===== config.mk =====
export PLATFORM = sky130hd
export DESIGN_NAME = operator_panel_adapter_port
export DESIGN_NICKNAME = d
export VERILOG_FILES = /design/src/logic/panel_port_pkg.sv /design/src/logic/pio_cmd_if.sv /design/src/logic/pio_cmd_decoder.sv /design/src/logic/operator_panel_adapter_port.sv
export VERILOG_INCLUDE_DIRS = /design/src /design/src/logic
export SDC_FILE = /design/constraint.sdc
export NUM_CORES = 1
export LEC_CHECK = 0
export ABC_AREA = 1
export BUFFER_PORTS_ARGS = -buffer_cell sky130_fd_sc_hd__buf_2
export CAP_MARGIN = 20
export CORE_UTILIZATION = 52
export DETAILED_ROUTE_END_ITERATION = 10
export PLACE_DENSITY = 0.74
export SLEW_MARGIN = 20
export SYNTH_ARGS = -nofsm -noshare
export SYNTH_HDL_FRONTEND = slang
export SYNTH_SLANG_ARGS = --single-unit

===== constraint.sdc =====
create_clock -name clk -period 19.5 [get_ports clk]
set_input_delay 0.975 -clock clk [delete_from_list [all_inputs] [get_ports clk]]
set_output_delay 0.975 -clock clk [all_outputs]
set_load 0.005 [all_outputs]

===== src/logic/panel_port_regs.svh =====
`ifndef PANEL_PORT_REGS_SVH
`define PANEL_PORT_REGS_SVH
// AXI4-Lite byte offsets
`define OFF_CMD        8'h00
`define OFF_WDATA      8'h04
`define OFF_RDATA      8'h08
`define OFF_CONTROL    8'h0C
`define OFF_DISPLAY    8'h10
`define OFF_STATUS     8'h14
`define OFF_MDDATA     8'h18
`define OFF_POWER      8'h1C
// Adapter address and field positions
`define ADAPTER_ADDR   8'h09
`define CMD_ADDR_LSB   8
`define CMD_MD_BIT     7
`define CMD_WRITE_BIT  3
`define ST_MD_EN       4
`define ST_DATA_ENTRY  8
`define ST_FUNC_ENTRY  9
`define ST_IRQ         15
`define CTL_BLANK      4
// Reset values
`define CONTROL_RST    16'h0000
`define STATUS_RST     16'h0000
// Power-on sequence, about 70 s
`define PWR_SEQ_SEC    70
`define CLK_HZ         25000000
`define PWR_SEQ_CYC    (`PWR_SEQ_SEC * `CLK_HZ)
`endif


===== src/logic/panel_port_pkg.sv =====
package panel_port_pkg;
    // Register selected by a decoded command
    typedef enum logic [1:0] {
        SEL_CONTROL,
        SEL_DISPLAY,
        SEL_STATUS,
        SEL_MDDATA
    } reg_sel_type;
    // Power sequencing states
    typedef enum logic [1:0] {
        PWR_OFF,
        PWR_SEQ,
        PWR_ON
    } pwr_state_type;
endpackage


===== src/logic/pio_cmd_if.sv =====
`timescale 1ns/1ps
// Carries one decoded halfword command to the register file
interface pio_cmd_if;
    logic        valid;
    logic        write;
    logic        toMd;
    logic [1:0]  sel;
    logic [15:0] data;
    modport source (output valid, output write, output toMd, output sel, output data);
    modport sink   (input valid, input write, input toMd, input sel, input data);
endinterface


===== src/logic/pio_cmd_decoder.sv =====
`timescale 1ns/1ps
`include "panel_port_regs.svh"
module pio_cmd_decoder
    import panel_port_pkg::*;
(
    // Clock and reset
    input  wire logic        clk,
    input  wire logic        reset,
    // Command from the direct control bus relay
    input  wire logic        go,
    input  wire logic [15:0] cmd,
    input  wire logic [15:0] wdata,
    input  wire logic        mdEnabled,
    // Decoded command
    pio_cmd_if.source        out
);
    // ------------------------------------------------------------
    // Address match and operation decode
    // ------------------------------------------------------------
    logic match;
    logic isMd;
    assign match = (cmd[15:`CMD_ADDR_LSB] == `ADAPTER_ADDR);
    assign isMd  = cmd[`CMD_MD_BIT];

    // One registered command per go; md commands need enable
    always_ff @(posedge clk or posedge reset) begin
        if (reset) begin
            out.valid <= 1'b0;
            out.write <= 1'b0;
            out.toMd  <= 1'b0;
            out.sel   <= 2'h0;
            out.data  <= 16'h0000;
        end else begin
            out.valid <= go && match && (!isMd || mdEnabled);
            out.write <= cmd[`CMD_WRITE_BIT];
            out.toMd  <= isMd;
            out.sel   <= cmd[1:0];
            out.data  <= wdata;
        end
    end
endmodule


===== src/logic/operator_panel_adapter_port.sv =====
// Implementation choices: register access over AXI4-Lite and the register addresses.
`timescale 1ns/1ps
`include "panel_port_regs.svh"
// What this block does
// - Answer only commands addressed to fixed adapter address 09 hex.
// - Act as a halfword adapter, one halfword per transfer.
// - Recognise own address during program load and ordinary transfers.
// - Pass maintenance device commands only when status bit 4 set.
// - Decode operation and target, panel or maintenance device.
// - 16-bit transfers read and modify control, display, status, device registers.
// - Power-on starts roughly 70 s sequence; indicators invalid meanwhile.
// - After sequence, indicators take reset state and program load starts.
// - Power-on indicator lit from sequence start, follows 5V sense.
// - Power-on-disabled latch set by power-off command or post-check restore.
// - With keylock, latch also set if power removed while secure.
// - Latch clears only with keylock enable/power-only and switch off.
// - Power/thermal check set by voltage, brake, overtemperature or interlock.
// - Power/thermal check clears only by switch off then on.
// - Power-on also sequences expansion units whose switches are on.
// - Enter-data button sets status bits 8 and 15.
// - Enter-function button sets status bits 9 and 15.
// - Control bit 4 blocks display transfers and blanks display.
// - Clear-display zeroes display only, no interrupt request.
module operator_panel_adapter_port
    import panel_port_pkg::*;
#(
    parameter int unsigned PWR_SEQ_CYCLES = `PWR_SEQ_CYC
)
(
    // Clock and reset
    input  wire logic        clk,
    input  wire logic        reset,
    // AXI4-Lite slave
    input  wire logic [7:0]  s_axi_awaddr,
    input  wire logic        s_axi_awvalid,
    output logic             s_axi_awready,
    input  wire logic [31:0] s_axi_wdata,
    input  wire logic [3:0]  s_axi_wstrb,
    input  wire logic        s_axi_wvalid,
    output logic             s_axi_wready,
    output logic [1:0]       s_axi_bresp,
    output logic             s_axi_bvalid,
    input  wire logic        s_axi_bready,
    input  wire logic [7:0]  s_axi_araddr,
    input  wire logic        s_axi_arvalid,
    output logic             s_axi_arready,
    output logic [31:0]      s_axi_rdata,
    output logic [1:0]       s_axi_rresp,
    output logic             s_axi_rvalid,
    input  wire logic        s_axi_rready,
    // Panel pushbuttons, one-cycle pulses
    input  wire logic        enterDataPress,
    input  wire logic        enterFuncPress,
    input  wire logic        clearDisplayPress,
    input  wire logic [15:0] keypadValue,
    // Power and keylock inputs
    input  wire logic        powerSwitchOn,
    input  wire logic        supply5vSense,
    input  wire logic        keylockFitted,
    input  wire logic        keylockSecure,
    input  wire logic        utilityPowerGood,
    input  wire logic        voltageFault,
    input  wire logic        diskBrakeApplied,
    input  wire logic        cpuOverTemp,
    input  wire logic        diskInterlockOpen,
    input  wire logic [3:0]  expansionSwitchOn,
    // Panel and system outputs
    output logic [15:0]      displayOut,
    output logic             displayBlank,
    output logic             powerOnLamp,
    output logic             powerOnDisabledLamp,
    output logic             powerCheckLamp,
    output logic             indicatorsValid,
    output logic             systemPowerEnable,
    output logic [3:0]       expansionSeqStart,
    output logic             loadStart,
    output logic             mdStrobe,
    output logic [15:0]      mdDataOut
);
    // ------------------------------------------------------------
    // Register state
    // ------------------------------------------------------------
    logic [15:0]   cmd_q;
    logic [15:0]   wdata_q;
    logic [15:0]   rdata_q;
    logic [15:0]   control_q;
    logic [15:0]   display_q;
    logic [15:0]   status_q;
    logic [15:0]   mdData_q;
    logic          pwrOffCmd;
    logic          pioGo;
    pwr_state_type pwr_q;
    logic [31:0]   seqCount_q;
    logic          lostWhileSecure_q;
    logic          hadCheck_q;
    logic          utilPrev_q;
    logic          switchPrev_q;
    logic          checkLatch_q;
    logic          disabledLatch_q;
    logic          awHeld_q;
    logic          wHeld_q;
    logic [7:0]    awAddr_q;
    logic [31:0]   wData_q;
    logic [3:0]    wStrb_q;
    logic          wrFire;
    logic          awOk;
    pio_cmd_if     cmdBus ();

    // ------------------------------------------------------------
    // Command decode
    // ------------------------------------------------------------
    pio_cmd_decoder u_dec (
        .clk       (clk),
        .reset     (reset),
        .go        (pioGo),
        .cmd       (cmd_q),
        .wdata     (wdata_q),
        .mdEnabled (status_q[`ST_MD_EN]),
        .out       (cmdBus)
    );

    // ------------------------------------------------------------
    // AXI4-Lite write channel
    // ------------------------------------------------------------
    assign wrFire = awHeld_q && wHeld_q && !s_axi_bvalid;
    assign awOk   = (awAddr_q[1:0] == 2'h0) && (awAddr_q <= `OFF_POWER);

    // Capture address and data in either order
    always_ff @(posedge clk or posedge reset) begin
        if (reset) begin
            awHeld_q      <= 1'b0;
            wHeld_q       <= 1'b0;
            awAddr_q      <= 8'h00;
            wData_q       <= 32'h0000_0000;
            wStrb_q       <= 4'h0;
            s_axi_awready <= 1'b1;
            s_axi_wready  <= 1'b1;
        end else begin
            if (s_axi_awvalid && s_axi_awready) begin
                awHeld_q      <= 1'b1;
                awAddr_q      <= s_axi_awaddr;
                s_axi_awready <= 1'b0;
            end
            if (s_axi_wvalid && s_axi_wready) begin
                wHeld_q      <= 1'b1;
                wData_q      <= s_axi_wdata;
                wStrb_q      <= s_axi_wstrb;
                s_axi_wready <= 1'b0;
            end
            if (wrFire) begin
                awHeld_q <= 1'b0;
                wHeld_q  <= 1'b0;
            end
            if (s_axi_bvalid && s_axi_bready) begin
                s_axi_awready <= 1'b1;
                s_axi_wready  <= 1'b1;
            end
        end
    end

    // Write response; unmapped gives SLVERR
    always_ff @(posedge clk or posedge reset) begin
        if (reset) begin
            s_axi_bvalid <= 1'b0;
            s_axi_bresp  <= 2'h0;
        end else if (wrFire) begin
            s_axi_bvalid <= 1'b1;
            s_axi_bresp  <= awOk ? 2'h0 : 2'h2;
        end else if (s_axi_bready) begin
            s_axi_bvalid <= 1'b0;
        end
    end

    // Command and data staging; writing the command starts a transfer
    always_ff @(posedge clk or posedge reset) begin
        if (reset) begin
            cmd_q   <= 16'h0000;
            wdata_q <= 16'h0000;
            pioGo   <= 1'b0;
        end else begin
            pioGo <= wrFire && (awAddr_q == `OFF_CMD) && (&wStrb_q[1:0]);
            if (wrFire && awAddr_q == `OFF_CMD && (&wStrb_q[1:0])) begin
                cmd_q <= wData_q[15:0];
            end
            if (wrFire && awAddr_q == `OFF_WDATA && (&wStrb_q[1:0])) begin
                wdata_q <= wData_q[15:0];
            end
        end
    end

    // ------------------------------------------------------------
    // Panel registers
    // ------------------------------------------------------------
    // Control and maintenance data updated only by accepted commands
    always_ff @(posedge clk or posedge reset) begin
        if (reset) begin
            control_q <= `CONTROL_RST;
            mdData_q  <= 16'h0000;
            mdStrobe  <= 1'b0;
            mdDataOut <= 16'h0000;
        end else begin
            mdStrobe <= cmdBus.valid && cmdBus.toMd;
            if (cmdBus.valid && cmdBus.toMd && cmdBus.write) begin
                mdData_q  <= cmdBus.data;
                mdDataOut <= cmdBus.data;
            end
            if (cmdBus.valid && !cmdBus.toMd && cmdBus.write && cmdBus.sel == SEL_CONTROL) begin
                control_q <= cmdBus.data;
            end
        end
    end

    // Display: clear button only touches this register
    always_ff @(posedge clk or posedge reset) begin
        if (reset) begin
            display_q <= 16'h0000;
        end else if (clearDisplayPress) begin
            display_q <= 16'h0000;
        end else if (cmdBus.valid && !cmdBus.toMd && cmdBus.write && cmdBus.sel == SEL_DISPLAY
                     && !control_q[`CTL_BLANK]) begin
            display_q <= cmdBus.data;
        end else if (enterDataPress || enterFuncPress) begin
            display_q <= keypadValue;
        end
    end

    // Status: button set wins over a software write that same cycle
    always_ff @(posedge clk or posedge reset) begin
        if (reset) begin
            status_q <= `STATUS_RST;
        end else begin
            if (pwr_q == PWR_SEQ && seqCount_q == PWR_SEQ_CYCLES - 1) begin
                status_q <= `STATUS_RST;
            end else if (cmdBus.valid && !cmdBus.toMd && cmdBus.write && cmdBus.sel == SEL_STATUS) begin
                status_q <= cmdBus.data;
            end
            if (enterDataPress) begin
                status_q[`ST_DATA_ENTRY] <= 1'b1;
                status_q[`ST_IRQ]        <= 1'b1;
            end
            if (enterFuncPress) begin
                status_q[`ST_FUNC_ENTRY] <= 1'b1;
                status_q[`ST_IRQ]        <= 1'b1;
            end
        end
    end

    // Read-back of a command; display reads zero while blanked
    always_ff @(posedge clk or posedge reset) begin
        if (reset) begin
            rdata_q <= 16'h0000;
        end else if (cmdBus.valid && !cmdBus.write) begin
            if (cmdBus.toMd) begin
                rdata_q <= mdData_q;
            end else begin
                case (reg_sel_type'(cmdBus.sel))
                    SEL_CONTROL: rdata_q <= control_q;
                    SEL_DISPLAY: rdata_q <= control_q[`CTL_BLANK] ? 16'h0000 : display_q;
                    SEL_STATUS:  rdata_q <= status_q;
                    default:     rdata_q <= mdData_q;
                endcase
            end
        end
    end

    // ------------------------------------------------------------
    // Power sequencing
    // ------------------------------------------------------------
    assign pwrOffCmd = wrFire && awAddr_q == `OFF_POWER && wStrb_q[0] && wData_q[0];

    // Sequence timer; a disabled latch forbids starting
    always_ff @(posedge clk or posedge reset) begin
        if (reset) begin
            pwr_q      <= PWR_OFF;
            seqCount_q <= 32'h0000_0000;
            loadStart  <= 1'b0;
        end else begin
            loadStart <= 1'b0;
            case (pwr_q)
                PWR_OFF: begin
                    seqCount_q <= 32'h0000_0000;
                    if (powerSwitchOn && !switchPrev_q && !disabledLatch_q
                        && !(keylockFitted && keylockSecure)) begin
                        pwr_q <= PWR_SEQ;
                    end
                end
                PWR_SEQ: begin
                    seqCount_q <= seqCount_q + 32'h0000_0001;
                    if (seqCount_q == PWR_SEQ_CYCLES - 1) begin
                        pwr_q     <= PWR_ON;
                        loadStart <= 1'b1;
                    end
                end
                PWR_ON: begin
                    seqCount_q <= 32'h0000_0000;
                end
                default: pwr_q <= PWR_OFF;
            endcase
            if (!powerSwitchOn || pwrOffCmd || !utilityPowerGood || voltageFault || diskBrakeApplied
                || cpuOverTemp || diskInterlockOpen) begin
                pwr_q <= PWR_OFF;
            end
        end
    end

    // Power check and disabled latches
    always_ff @(posedge clk or posedge reset) begin
        if (reset) begin
            checkLatch_q      <= 1'b0;
            disabledLatch_q   <= 1'b0;
            lostWhileSecure_q <= 1'b0;
            hadCheck_q        <= 1'b0;
            utilPrev_q        <= 1'b1;
            switchPrev_q      <= 1'b0;
        end else begin
            utilPrev_q   <= utilityPowerGood;
            switchPrev_q <= powerSwitchOn;
            if (!utilityPowerGood) begin
                lostWhileSecure_q <= keylockFitted && keylockSecure;
                hadCheck_q        <= checkLatch_q;
            end
            if (powerSwitchOn && !switchPrev_q) begin
                checkLatch_q <= 1'b0;
            end
            if (pwr_q != PWR_OFF && (voltageFault || diskBrakeApplied || cpuOverTemp || diskInterlockOpen)) begin
                checkLatch_q <= 1'b1;
            end
            if (!powerSwitchOn && !(keylockFitted && keylockSecure)) begin
                disabledLatch_q <= 1'b0;
            end
            if (pwrOffCmd || (utilityPowerGood && !utilPrev_q && (hadCheck_q || lostWhileSecure_q))) begin
                disabledLatch_q <= 1'b1;
            end
        end
    end

    // Lamps and enables, all registered
    always_ff @(posedge clk or posedge reset) begin
        if (reset) begin
            powerOnLamp         <= 1'b0;
            powerOnDisabledLamp <= 1'b0;
            powerCheckLamp      <= 1'b0;
            indicatorsValid     <= 1'b0;
            systemPowerEnable   <= 1'b0;
            expansionSeqStart   <= 4'h0;
            displayOut          <= 16'h0000;
            displayBlank        <= 1'b1;
        end else begin
            powerOnLamp         <= supply5vSense && pwr_q != PWR_OFF;
            powerOnDisabledLamp <= disabledLatch_q;
            powerCheckLamp      <= checkLatch_q;
            indicatorsValid     <= pwr_q == PWR_ON;
            systemPowerEnable   <= pwr_q != PWR_OFF;
            expansionSeqStart   <= (pwr_q == PWR_SEQ && seqCount_q == 32'h0000_0000)
                                   ? expansionSwitchOn : 4'h0;
            displayOut          <= control_q[`CTL_BLANK] ? 16'h0000 : display_q;
            displayBlank        <= control_q[`CTL_BLANK];
        end
    end

    // ------------------------------------------------------------
    // AXI4-Lite read channel, answer one cycle after address
    // ------------------------------------------------------------
    always_ff @(posedge clk or posedge reset) begin
        if (reset) begin
            s_axi_arready <= 1'b1;
            s_axi_rvalid  <= 1'b0;
            s_axi_rdata   <= 32'h0000_0000;
            s_axi_rresp   <= 2'h0;
        end else if (s_axi_arvalid && s_axi_arready) begin
            s_axi_arready <= 1'b0;
            s_axi_rvalid  <= 1'b1;
            s_axi_rresp   <= 2'h0;
            case (s_axi_araddr)
                `OFF_CMD:     s_axi_rdata <= {16'h0000, cmd_q};
                `OFF_WDATA:   s_axi_rdata <= {16'h0000, wdata_q};
                `OFF_RDATA:   s_axi_rdata <= {16'h0000, rdata_q};
                `OFF_CONTROL: s_axi_rdata <= {16'h0000, control_q};
                `OFF_DISPLAY: s_axi_rdata <= {16'h0000, display_q};
                `OFF_STATUS:  s_axi_rdata <= {16'h0000, status_q};
                `OFF_MDDATA:  s_axi_rdata <= {16'h0000, mdData_q};
                `OFF_POWER:   s_axi_rdata <= {26'h0, pwr_q == PWR_ON, indicatorsValid, powerCheckLamp,
                                              powerOnDisabledLamp, powerOnLamp, 1'b0};
                default: begin
                    s_axi_rdata <= 32'h0000_0000;
                    s_axi_rresp <= 2'h2;
                end
            endcase
        end else if (s_axi_rvalid && s_axi_rready) begin
            s_axi_rvalid  <= 1'b0;
            s_axi_arready <= 1'b1;
        end
    end
endmodule


==> results of run 1 <==
[cells by family after synthesis]
logic type / Yosys count / share of synthesized area [%]
AO/OA/AOI/OAI: 237 / 10.41
adder cells (fa/ha/maj): 2 / 0.2062
buffers and inverters: 246 / 8.704
flip-flops: 253 / 52.23
other: 1 / 0.03091
AND/OR/NAND/NOR: 820 / 28.42
[routing by layer]
metal | vias up | track usage (%) | wire length [um]
met5 | - | 0 | 0
li1 | 5139 | - | -
met3 | 110 | 4.539 | 2280
met1 | 5008 | 38.78 | 14130
met4 | 0 | 15.56 | 1958
met2 | 449 | 45.51 | 15450
[worst max path at each step]
| stage | cells after the start | to | slack [ns] | startpoint |
|---|---|---|---|---|
| 2_1_floorplan | 1 | awAddr_q[0] | 11.58 | reset |
| 4_1_cts | 4 | displayOut[11] | 16.59 | reset |
| 3_5_place_dp | 4 | loadStart | 16.02 | reset |
| 5_1_grt | 4 | display_q[11] | 16.30 | reset |
| 6_report | 4 | status_q[5] | 16.75 | reset |
| 3_3_place_gp | 4 | loadStart | 16.06 | reset |
[cell type report]
type                    count  area (um^2)  area share [%]
clock inverters            11        166.4           1.199
flip-flops and latches    253         6337           45.65
multi-input cells        1077         4821           34.73
repair buffers            146        748.2           5.390
clock buffers              39        790.8           5.696
inverters                 165        626.9           4.516
well taps                 313        391.6           2.821
[power by group]
group	switching, mW	total, mW	internal (mW)
Clock	0.213	0.547	0.335
Sequential	0.0236	0.597	0.573
Combinational	0.0956	0.135	0.0391
Total	0.332	1.28	0.947
[metrics by stage]
stage / cells / setup WS [ns]
finish: 2004 / 16.75
detailed placement: 1954 / 16.02
global placement: 1954 / 16.06
global route: 2004 / 16.30
floorplan: 1576 / 11.58
CTS: 2004 / 16.59
[synth_stat cells]
master / instances / area [um^2]
a31oi_1: 3 / 18.77
nand3b_1: 3 / 22.52
a41oi_1: 1 / 8.760
o31ai_1: 1 / 7.510
a21oi_1: 34 / 170.2
buf_4: 21 / 157.7
nor3_1: 5 / 25.02
nand2_2: 3 / 18.77
nand4_1: 13 / 81.33
nand2_1: 472 / 1772
dfrtp_1: 248 / 6206
buf_6: 3 / 33.78
nor2_2: 13 / 81.33
conb_1: 1 / 3.750
clkbuf_1: 32 / 120.1
nand3b_4: 1 / 20.02
nor3_2: 1 / 10.01
nand4_2: 1 / 12.51
dfstp_2: 5 / 131.4
nand3_1: 138 / 690.7
o21ai_1: 5 / 25.02
o21ai_0: 175 / 875.8
inv_1: 158 / 593.1
o211ai_1: 6 / 45.04
o21ai_2: 10 / 87.58
nor2_4: 7 / 78.83
nor2_1: 156 / 585.6
a21oi_4: 1 / 16.27
o21a_1: 1 / 7.510
clkinv_1: 2 / 7.510
nor4_1: 2 / 12.51
ha_1: 2 / 25.02
inv_2: 5 / 18.77
buf_2: 25 / 125.1
nor3b_1: 5 / 37.54
==> summary.md, run 1 <==
| Metric | Value |
|---|---|
| Status | finished, final reports clean |
| Worst EP arrival | 3.31 ns |
| Number of port buffers | 139 |
| Layout Area Growth over Synthesis | 14.42% |
| Hold WC Path Type | reg -> reg |
| Period utilization | 14.10% |
| Crit path top cell by count | buf_4 |
| Share of cells above drive strength 1 | 14.43% |
| FF-to-FF setup slack | 16.81 ns |
| Post-route ant nets | 0 |
| Fin util | 60.94% |
| Final nets | 1763 |
| Final Hold Vio Count | 0 |
| Worst Setup End Kind | async pin |
| Hold Path Sink | powerCheckLamp |
| Max reg flops | 32 |
| DRT Wirelength | 33.82 mm |
| Maxcap violations | 0 |
| Clock Latency Late Sink | 0.55 ns |
| Syn avg cell area | 7.782 um^2 |
| Setup_tns | 0 ns |
| DR iter-0 viols | 911 |
| Slew HR | 26.89% |
| First-pass GRT wire length | 53.93 mm |
| Die area | 23950 um^2 |
| Tot GR Track Use | 28.96% |
| CTS Root Cell | clkbuf_16 |
| R2r endpoint | display_q[15] |
| Slowest CP cell | buf_4 |
| Overall Power | 1.279 mW |
| Synth cell types | 35 |
| Slew @ Worst Pin | 1.093 ns |
| Post-Synthesis Cells | 1559 |
| Fin. max-slew vios | 0 |
| Worst R2R Start | u_dec.out.write |
| Antenna violations before repair | 0 |
| R2R depth | 5 |
| F_max | 363.7 MHz |
| Fill cells | 2066 |
| Initial Util | 53.27% |
| Diodes inserted | 0 |
| Drt drc | 0 |
| GP Congestion | 1.014 |
| Worst EP required | 20.06 ns |
| Cts hold-fix bufs | 0 |
| Largest net degree at the start of global routing | 125 |
| DRT Pass-1 Iters | 5 |
| Average wire per cell in the routed design | 16.88 um |
| Fin area | 13880 um^2 |
| Post-DR vias/cell | 5.342 |
| Vias in the first global route | 10118 |
| Total core area | 22780 um^2 |
| CTS resizes | 0 |
| Seq/Total Area, Yosys | 52.23% |
| Post-CTS Setup Inserts | 0 |
| Chip Width | 154.8 um |
| Leakage power | 7.124 nW |
| Critical path cell sequence | buf_2 > inv_8 > buf_4 > buf_4 |
| Clock skew | 0.01644 ns |
| Placed Area | 12910 um^2 |
| RSZ-0062 raised after global routing | false |
| Setup violators final | 0 |
| VDD IR max | 0.06019 mV |
| Delay-heaviest family, CP | buffers and inverters |
| Cts bufs inserted | 27 |
| Min Tclk post-route | 2.749 ns |
| Yosys reg bits | 253 |
| Crit Path Class | in -> async |
| CTS max path bufs | 3 |
| CTS clk-pin slew, worst paths | 0.06 ns |
| Worst Hold Launch | checkLatch_q |
| Synthesis warning total | 0 |
| Clock sinks | 253 |
| Row Count | 55 |
| Commonest cells after routing, fill and taps aside | nand2_1, dfrtp_1, o21ai_0 |
| Top reg by flops | seqCount_q |
| Die H | 154.8 um |
| Via count | 10706 |
| I/O pin total | 176 |
| Final hold slack | 0.3888 ns |
| Grt ovf | 0 |
| Startpoint Class | input port |
| Dpl hpwl | 23.10 mm |
| Worst Path Buf+Inv | 4 |
| CP max stage delay | 0.79 ns |
| TritonCTS clock tree | yes |
| Most common cell after layout, fill and taps aside | nand2_1 |
| PD cells | 92.13 nW/um^2 |
| Hold Crit Depth | 0 |
| Maximum net fanout on the critical path | 124 |
| Mapped cell area | 12130 um^2 |
| H-tree lvl count | 1 |
No activity file was read; power rests on OpenSTA's default activity.
==> run 2, diff against run 1 <==
- ABC_AREA: 1 -> 0
- clock period: 19.5 -> 2.8 ns (I/O delays scaled with it)
==> summary.md, run 2 <==
| Metric | Value |
|---|---|
| Post-DR vias/cell | 6.023 (+13%) |
| Synth cell types | 68 (+94%) |
| Final Hold Vio Count | 0 (unchanged) |
| Post-synth top area cell | dfrtp_1 |
| Top post-synthesis cells by count | dfrtp_1, mux2_2, nand2_1 |
| Die H | 150.9 um (-2.5%) |
| Seq/Total Area, Yosys | 54.98% (+2.7 points) |
| Max reg flops | 32 (unchanged) |
| Maximum net fanout on the critical path | 32 (-74%) |
| Cts bufs inserted | 26 (-3.7%) |
| DRT Pass-1 Iters | 8 (+3) |
| Drt drc | 0 (unchanged) |
| TritonCTS clock tree | yes |
| Fin util | 65.67% (+4.7 points) |
| Pre-CTS setup slack | 0.5641 ns (-15.46 ns) |
| Tot GR Track Use | 28.59% (-0.37 points) |
| Status | finished, final reports clean |
| Yosys top cell area share | 53.84% (+2.7 points) |
| CTS max path bufs | 3 (unchanged) |
| RSZ-0062 raised after global routing | false |
| Worst Setup End Kind | register |
| Post-synth top flop | dfrtp_1 |
| Final nets | 1321 (-25%) |
| Chip Width | 150.9 um (-2.5%) |
| Startpoint Class | register |
| Vias in the first global route | 9027 (-11%) |
| Top reg by flops | seqCount_q |
| Row Count | 54 (-1.8%) |
| Worst Slack Setup Final | 0.3758 ns (-16.37 ns) |
| Setup violators final | 0 (unchanged) |
| Slew @ Worst Pin | 1.083 ns (-0.009718 ns) |
| F_max | 412.5 MHz |
| Via count | 9203 (-14%) |
| Overall Power | 8.968 mW (+600%) |
| Syn avg cell area | 11.32 um^2 (+45%) |
| Commonest cells after routing, fill and taps aside | dfrtp_1, buf_2, mux2_2 |
| Maxcap violations | 0 (unchanged) |
| DR iter-0 viols | 811 (-11%) |
| Period utilization | 86.58% |
| Yosys reg bits | 253 (unchanged) |
| Post-route ant nets | 0 (unchanged) |
| Fin. max-slew vios | 0 (unchanged) |
| Diodes inserted | 0 (unchanged) |
| Min Tclk post-route | 2.424 ns |
| Initial Util | 52.98% (-0.29 points) |
| Post-CTS Setup Inserts | 0 (unchanged) |
| Antenna violations before repair | 0 (unchanged) |
| Dpl hpwl | 21.20 mm (-8.2%) |
| Post-synth EDFFs | 0 (unchanged) |
| Worst EP arrival | 2.89 ns (-0.42 ns) |
| H-tree lvl count | 1 (unchanged) |
| Count leader, synth | dfrtp_1 |
| Crit Path Class | reg -> reg |
| I/O pin total | 176 (unchanged) |
| GP Congestion | 0.9335 (-7.9%) |
| Share of cells above drive strength 1 | 28.13% (+14 points) |
| Clock sinks | 253 (unchanged) |
| Worst EP required | 3.27 ns (-16.79 ns) |
| Largest net degree at the start of global routing | 44 (-65%) |
| Synthesis warning total | 0 (unchanged) |
| Number of port buffers | 139 (unchanged) |
| Die area | 22760 um^2 (-4.9%) |
| Ys async rst share | 100.0% (unchanged) |
| Final hold slack | 0.02397 ns (-0.3648 ns) |
| Most common cell after layout, fill and taps aside | dfrtp_1 |
| First-pass GRT wire length | 49.75 mm (-7.8%) |
| Post-Synthesis Cells | 1018 (-35%) |
| DRT Wirelength | 31.75 mm (-6.1%) |
| Total core area | 21760 um^2 (-4.5%) |
| Average wire per cell in the routed design | 20.78 um (+23%) |
| Hold WC Path Type | in -> reg |
| CTS clk-pin slew, worst paths | 0.06 ns (about the same) |
| Grt ovf | 0 (unchanged) |
| Mapped cell area | 11530 um^2 (-5.0%) |
| Leakage power | 6.748 nW (-5.3%) |
| Setup_tns | 0 ns (unchanged) |
| CTS Root Cell | clkbuf_16 |
| PD cells | 627.7 nW/um^2 (+580%) |
| Synth area leaders | dfrtp_1, mux2_2, nand2_1 |
| Clock Latency Late Sink | 0.53 ns (-0.02 ns) |
| VDD IR max | 0.5596 mV (+830%) |
| Layout Area Growth over Synthesis | 23.95% |
| Fill cells | 1668 (-19%) |
| Slew HR | 27.80% (+0.92 points) |
| Clock skew | 0.008835 ns (-0.007607 ns) |
[run 2: changes by cell type in the layout (fill, tap and decap cells not counted), sizes merged, moves of 14 or more]
cell,delta
nand2,-380
inv,-147
o21ai,-134
nor2,-125
nand3,-124
mux2,+108
dlygate4sd3,+69
buf,+30
nor2b,+24
a311oi,+22
mux2i,+14
[run 2: repair_timing]
item	CTS	global route
gates resized for setup	0	0
hold buffers	69	0
endpoints found under the hold margin	84	0
[run 2: report_power, final]
part	internal, mW	switching (mW)	leakage [nW]
sequential	3.96	0.242	3.41
clock	2.47	1.45	0.478
combinational	0.452	0.404	2.86
[run 2: final timing paths]
kind,slack [ns],start,endpoint,depth (start not counted)
max,0.38,control_q[4],display_q[0],6
min,0.02,clearDisplayPress,display_q[7],2
max reg2reg,0.38,control_q[4],display_q[0],6
min reg2reg,0.40,wdata_q[9],u_dec.out.data[9],0
max in group asynchronous,1.74,reset,seqCount_q[6],4
min in group asynchronous,0.34,reset,rdata_q[12],3
[run 2: layer usage]
layer | track usage, % | part of all wire, %
met2 | 46.03 | 47
met3 | 5.873 | 9.4
met5 | 0 | 0
met1 | 38.77 | 41
met4 | 9.200 | 3.2
[run 2: logic make-up (layout without fill, tap and decap cells)]
| kind of cell | after synthesis | after routing | synth area share [%] |
|---|---|---|---|
| and+or+nand+nor | 295 | 295 | 13.70 |
| muxes | 124 | 124 | 12.16 |
| AOI/OAI and AO/OA | 232 | 232 | 13.87 |
| adders and majority gates | 2 | 2 | 0.2171 |
| buffers and inverters | 99 | 312 | 4.125 |
| DFF | 253 | 253 | 54.98 |
| xor gates and xnor gates | 12 | 12 | 0.9118 |
| other | 1 | 18 | 0.03253 |
[run 2: worst max-delay path, cell delays in order, from the launching register on]
cell	delay, ns
dfrtp_1	0.85
nor3b_2	0.13
nand2_1	0.11
buf_4	0.33
nor2_1	0.10
a311oi_1	0.26
dlygate4sd3_1	0.58
[run 2: through the flow]
stage                     instances  area [um^2]
after floorplan                1035        11590
after global placement         1411        12600
after detailed placement       1411        12600
after CTS                      1528        14290
after global routing           1528        14290
final                          1528        14290
[run 2: final cells by class]
cell class / count / area [um^2] / area share (%)
Clock buffer: 34 / 762.0 / 5.334
Clock inverter: 14 / 230.2 / 1.611
Inverter: 19 / 75.07 / 0.5255
Multi-Input combinational cell: 683 / 4792 / 33.54
Sequential cell: 253 / 6337 / 44.36
Tap cell: 280 / 350.3 / 2.452
Timing Repair Buffer: 245 / 1739 / 12.17
==> run 3, diff against run 2 <==
- HOLD_SLACK_MARGIN: default -> 0.15
- SKIP_LAST_GASP: default -> 1
- SLEW_MARGIN: 20 -> default
==> summary.md, run 3 (synthesized netlist as in run 2, its figures left out) <==
| Metric | Value |
|---|---|
| Commonest cells after routing, fill and taps aside | dfrtp_1, buf_2, mux2_2 |
| Chip Width | 150.9 um (unchanged) |
| Min Tclk post-route | 2.499 ns (+0.07453 ns) |
| DRT Wirelength | 31.95 mm (+0.65%) |
| Final Hold Vio Count | 0 (unchanged) |
| First-pass GRT wire length | 50.11 mm (+0.72%) |
| Row Count | 54 (unchanged) |
| Post-route ant nets | 0 (unchanged) |
| Fin. max-slew vios | 0 (unchanged) |
| Slowest CP cell | dfrtp_1 |
| CTS max path bufs | 3 (unchanged) |
| Cts bufs inserted | 26 (unchanged) |
| Initial Util | 52.98% (unchanged) |
| Hold WC Path Type | in -> reg |
| Diodes inserted | 0 (unchanged) |
| F_max | 400.2 MHz (-3.0%) |
| Layout Area Growth over Synthesis | 25.25% |
| H-tree lvl count | 1 (unchanged) |
| Maximum net fanout on the critical path | 32 (unchanged) |
| CP max stage delay | 0.84 ns (about the same) |
| Max reg flops | 32 (unchanged) |
| DR iter-0 viols | 841 (+3.7%) |
| TritonCTS clock tree | yes |
| Crit Path Class | reg -> reg |
| RSZ-0062 raised after global routing | false |
| Worst EP required | 3.27 ns (about the same) |
| DRT Pass-1 Iters | 8 (unchanged) |
| PD cells | 623.2 nW/um^2 (-0.72%) |
| Most common cell after layout, fill and taps aside | dfrtp_1 |
| I/O pin total | 176 (unchanged) |
| Startpoint Class | register |
| Fill cells | 1650 (-1.1%) |
| CTS clk-pin slew, worst paths | 0.07 ns (about the same) |
| Clock Latency Late Sink | 0.53 ns (about the same) |
| Antenna violations before repair | 0 (unchanged) |
| Period utilization | 89.24% (+2.7 points) |
| Status | finished, final reports clean |
| Number of port buffers | 139 (unchanged) |
| Total core area | 21760 um^2 (unchanged) |
| Setup violators final | 0 (unchanged) |
| Worst Setup End Kind | register |
| Critical path cell sequence | nor3b_2 > nand2_1 > buf_4 > nor2_1 > a311oi_1 > dlygate4sd3_1 |
| Die area | 22760 um^2 (unchanged) |
| Slew HR | 29.97% (+2.2 points) |
| Clock skew | 0.009282 ns (+0.0004468 ns) |
| Cts hold-fix bufs | 84 (+22%) |
| Clock sinks | 253 (unchanged) |
| Worst EP arrival | 2.97 ns (+0.08 ns) |
| FF-to-FF setup slack | 0.30 ns (-0.07 ns) |
| Leakage power | 6.825 nW (+1.1%) |
| Share of cells above drive strength 1 | 27.79% (-0.33 points) |
| Largest net degree at the start of global routing | 44 (unchanged) |
| Final hold slack | 0.2181 ns (+0.1942 ns) |
| Fin util | 66.36% (+0.69 points) |
| Average wire per cell in the routed design | 20.71 um (-0.33%) |
| Post-DR vias/cell | 5.977 (-0.76%) |
| Post-CTS Setup Inserts | 0 (unchanged) |
| Grt ovf | 0 (unchanged) |
| Tot GR Track Use | 28.79% (+0.20 points) |
| Slew @ Worst Pin | 1.050 ns (-0.03246 ns) |
| Vias in the first global route | 9120 (+1.0%) |
| Maxcap violations | 0 (unchanged) |
| CTS Root Cell | clkbuf_16 |
| Via count | 9223 (+0.22%) |
| CTS resizes | 0 (unchanged) |
| Dpl hpwl | 21.20 mm (unchanged) |
| Final nets | 1336 (+1.1%) |
| VDD IR max | 0.5454 mV (-2.5%) |
| Die H | 150.9 um (unchanged) |
| GP Congestion | 0.9335 (unchanged) |
| Top reg by flops | seqCount_q |
| Drt drc | 0 (unchanged) |
## run 3: layout make-up
type	instances	area [um^2]	area share, %
flip-flops and latches	253	6337	43.90
multi-input cells	683	4792	33.19
inverters	19	75.07	0.5200
clock buffers	34	762.0	5.278
clock inverters	14	230.2	1.595
repair buffers	260	1889	13.09
well taps	280	350.3	2.427
## run 3: routing by layer
layer / track usage [%] / part of all wire (%)
met3: 5.934 / 8.7
met1: 38.65 / 41
met5: 0 / 0
met2: 46.67 / 47
met4: 9.550 / 3.3
## run 3: critical path, delay by kind of cell, from the launching register on
kind / cells / cell delay [ns]
buffers and inverters: 2 / 0.92
AO/OA/AOI/OAI: 1 / 0.32
flip-flops: 1 / 0.84
AND/OR/NAND/NOR: 3 / 0.35
## run 3: path summary, 6_finish.rpt
check	start	end	cells past startpoint
max	control_q[4]	display_q[14]	6
min	s_axi_araddr[1]	s_axi_rdata[11]	5
max reg2reg	control_q[4]	display_q[14]	6
max in group asynchronous	reset	seqCount_q[4]	4
min in group asynchronous	reset	u_dec.out.data[12]	3
min reg2reg	wdata_q[9]	u_dec.out.data[9]	0
## run 3: through the flow
stage                     worst slack, ns  instances  area [um^2]  setup TNS, ns  power (mW)
after floorplan                   -0.6656       1035        11590        -165.06       4.687
after global placement             0.5880       1411        12600              0       4.966
after detailed placement           0.5641       1411        12600              0       5.010
after CTS                          0.4691       1543        14440              0       9.018
after global routing               0.1952       1543        14440              0       9.314
final                              0.3013       1543        14440              0       8.997
## run 3: where the power goes
group,switching [mW],total [mW],internal (mW)
combinational,0.408,0.875,0.467
sequential,0.244,4.20,3.96
clock,1.45,3.92,2.47
total,2.11,9.00,6.89
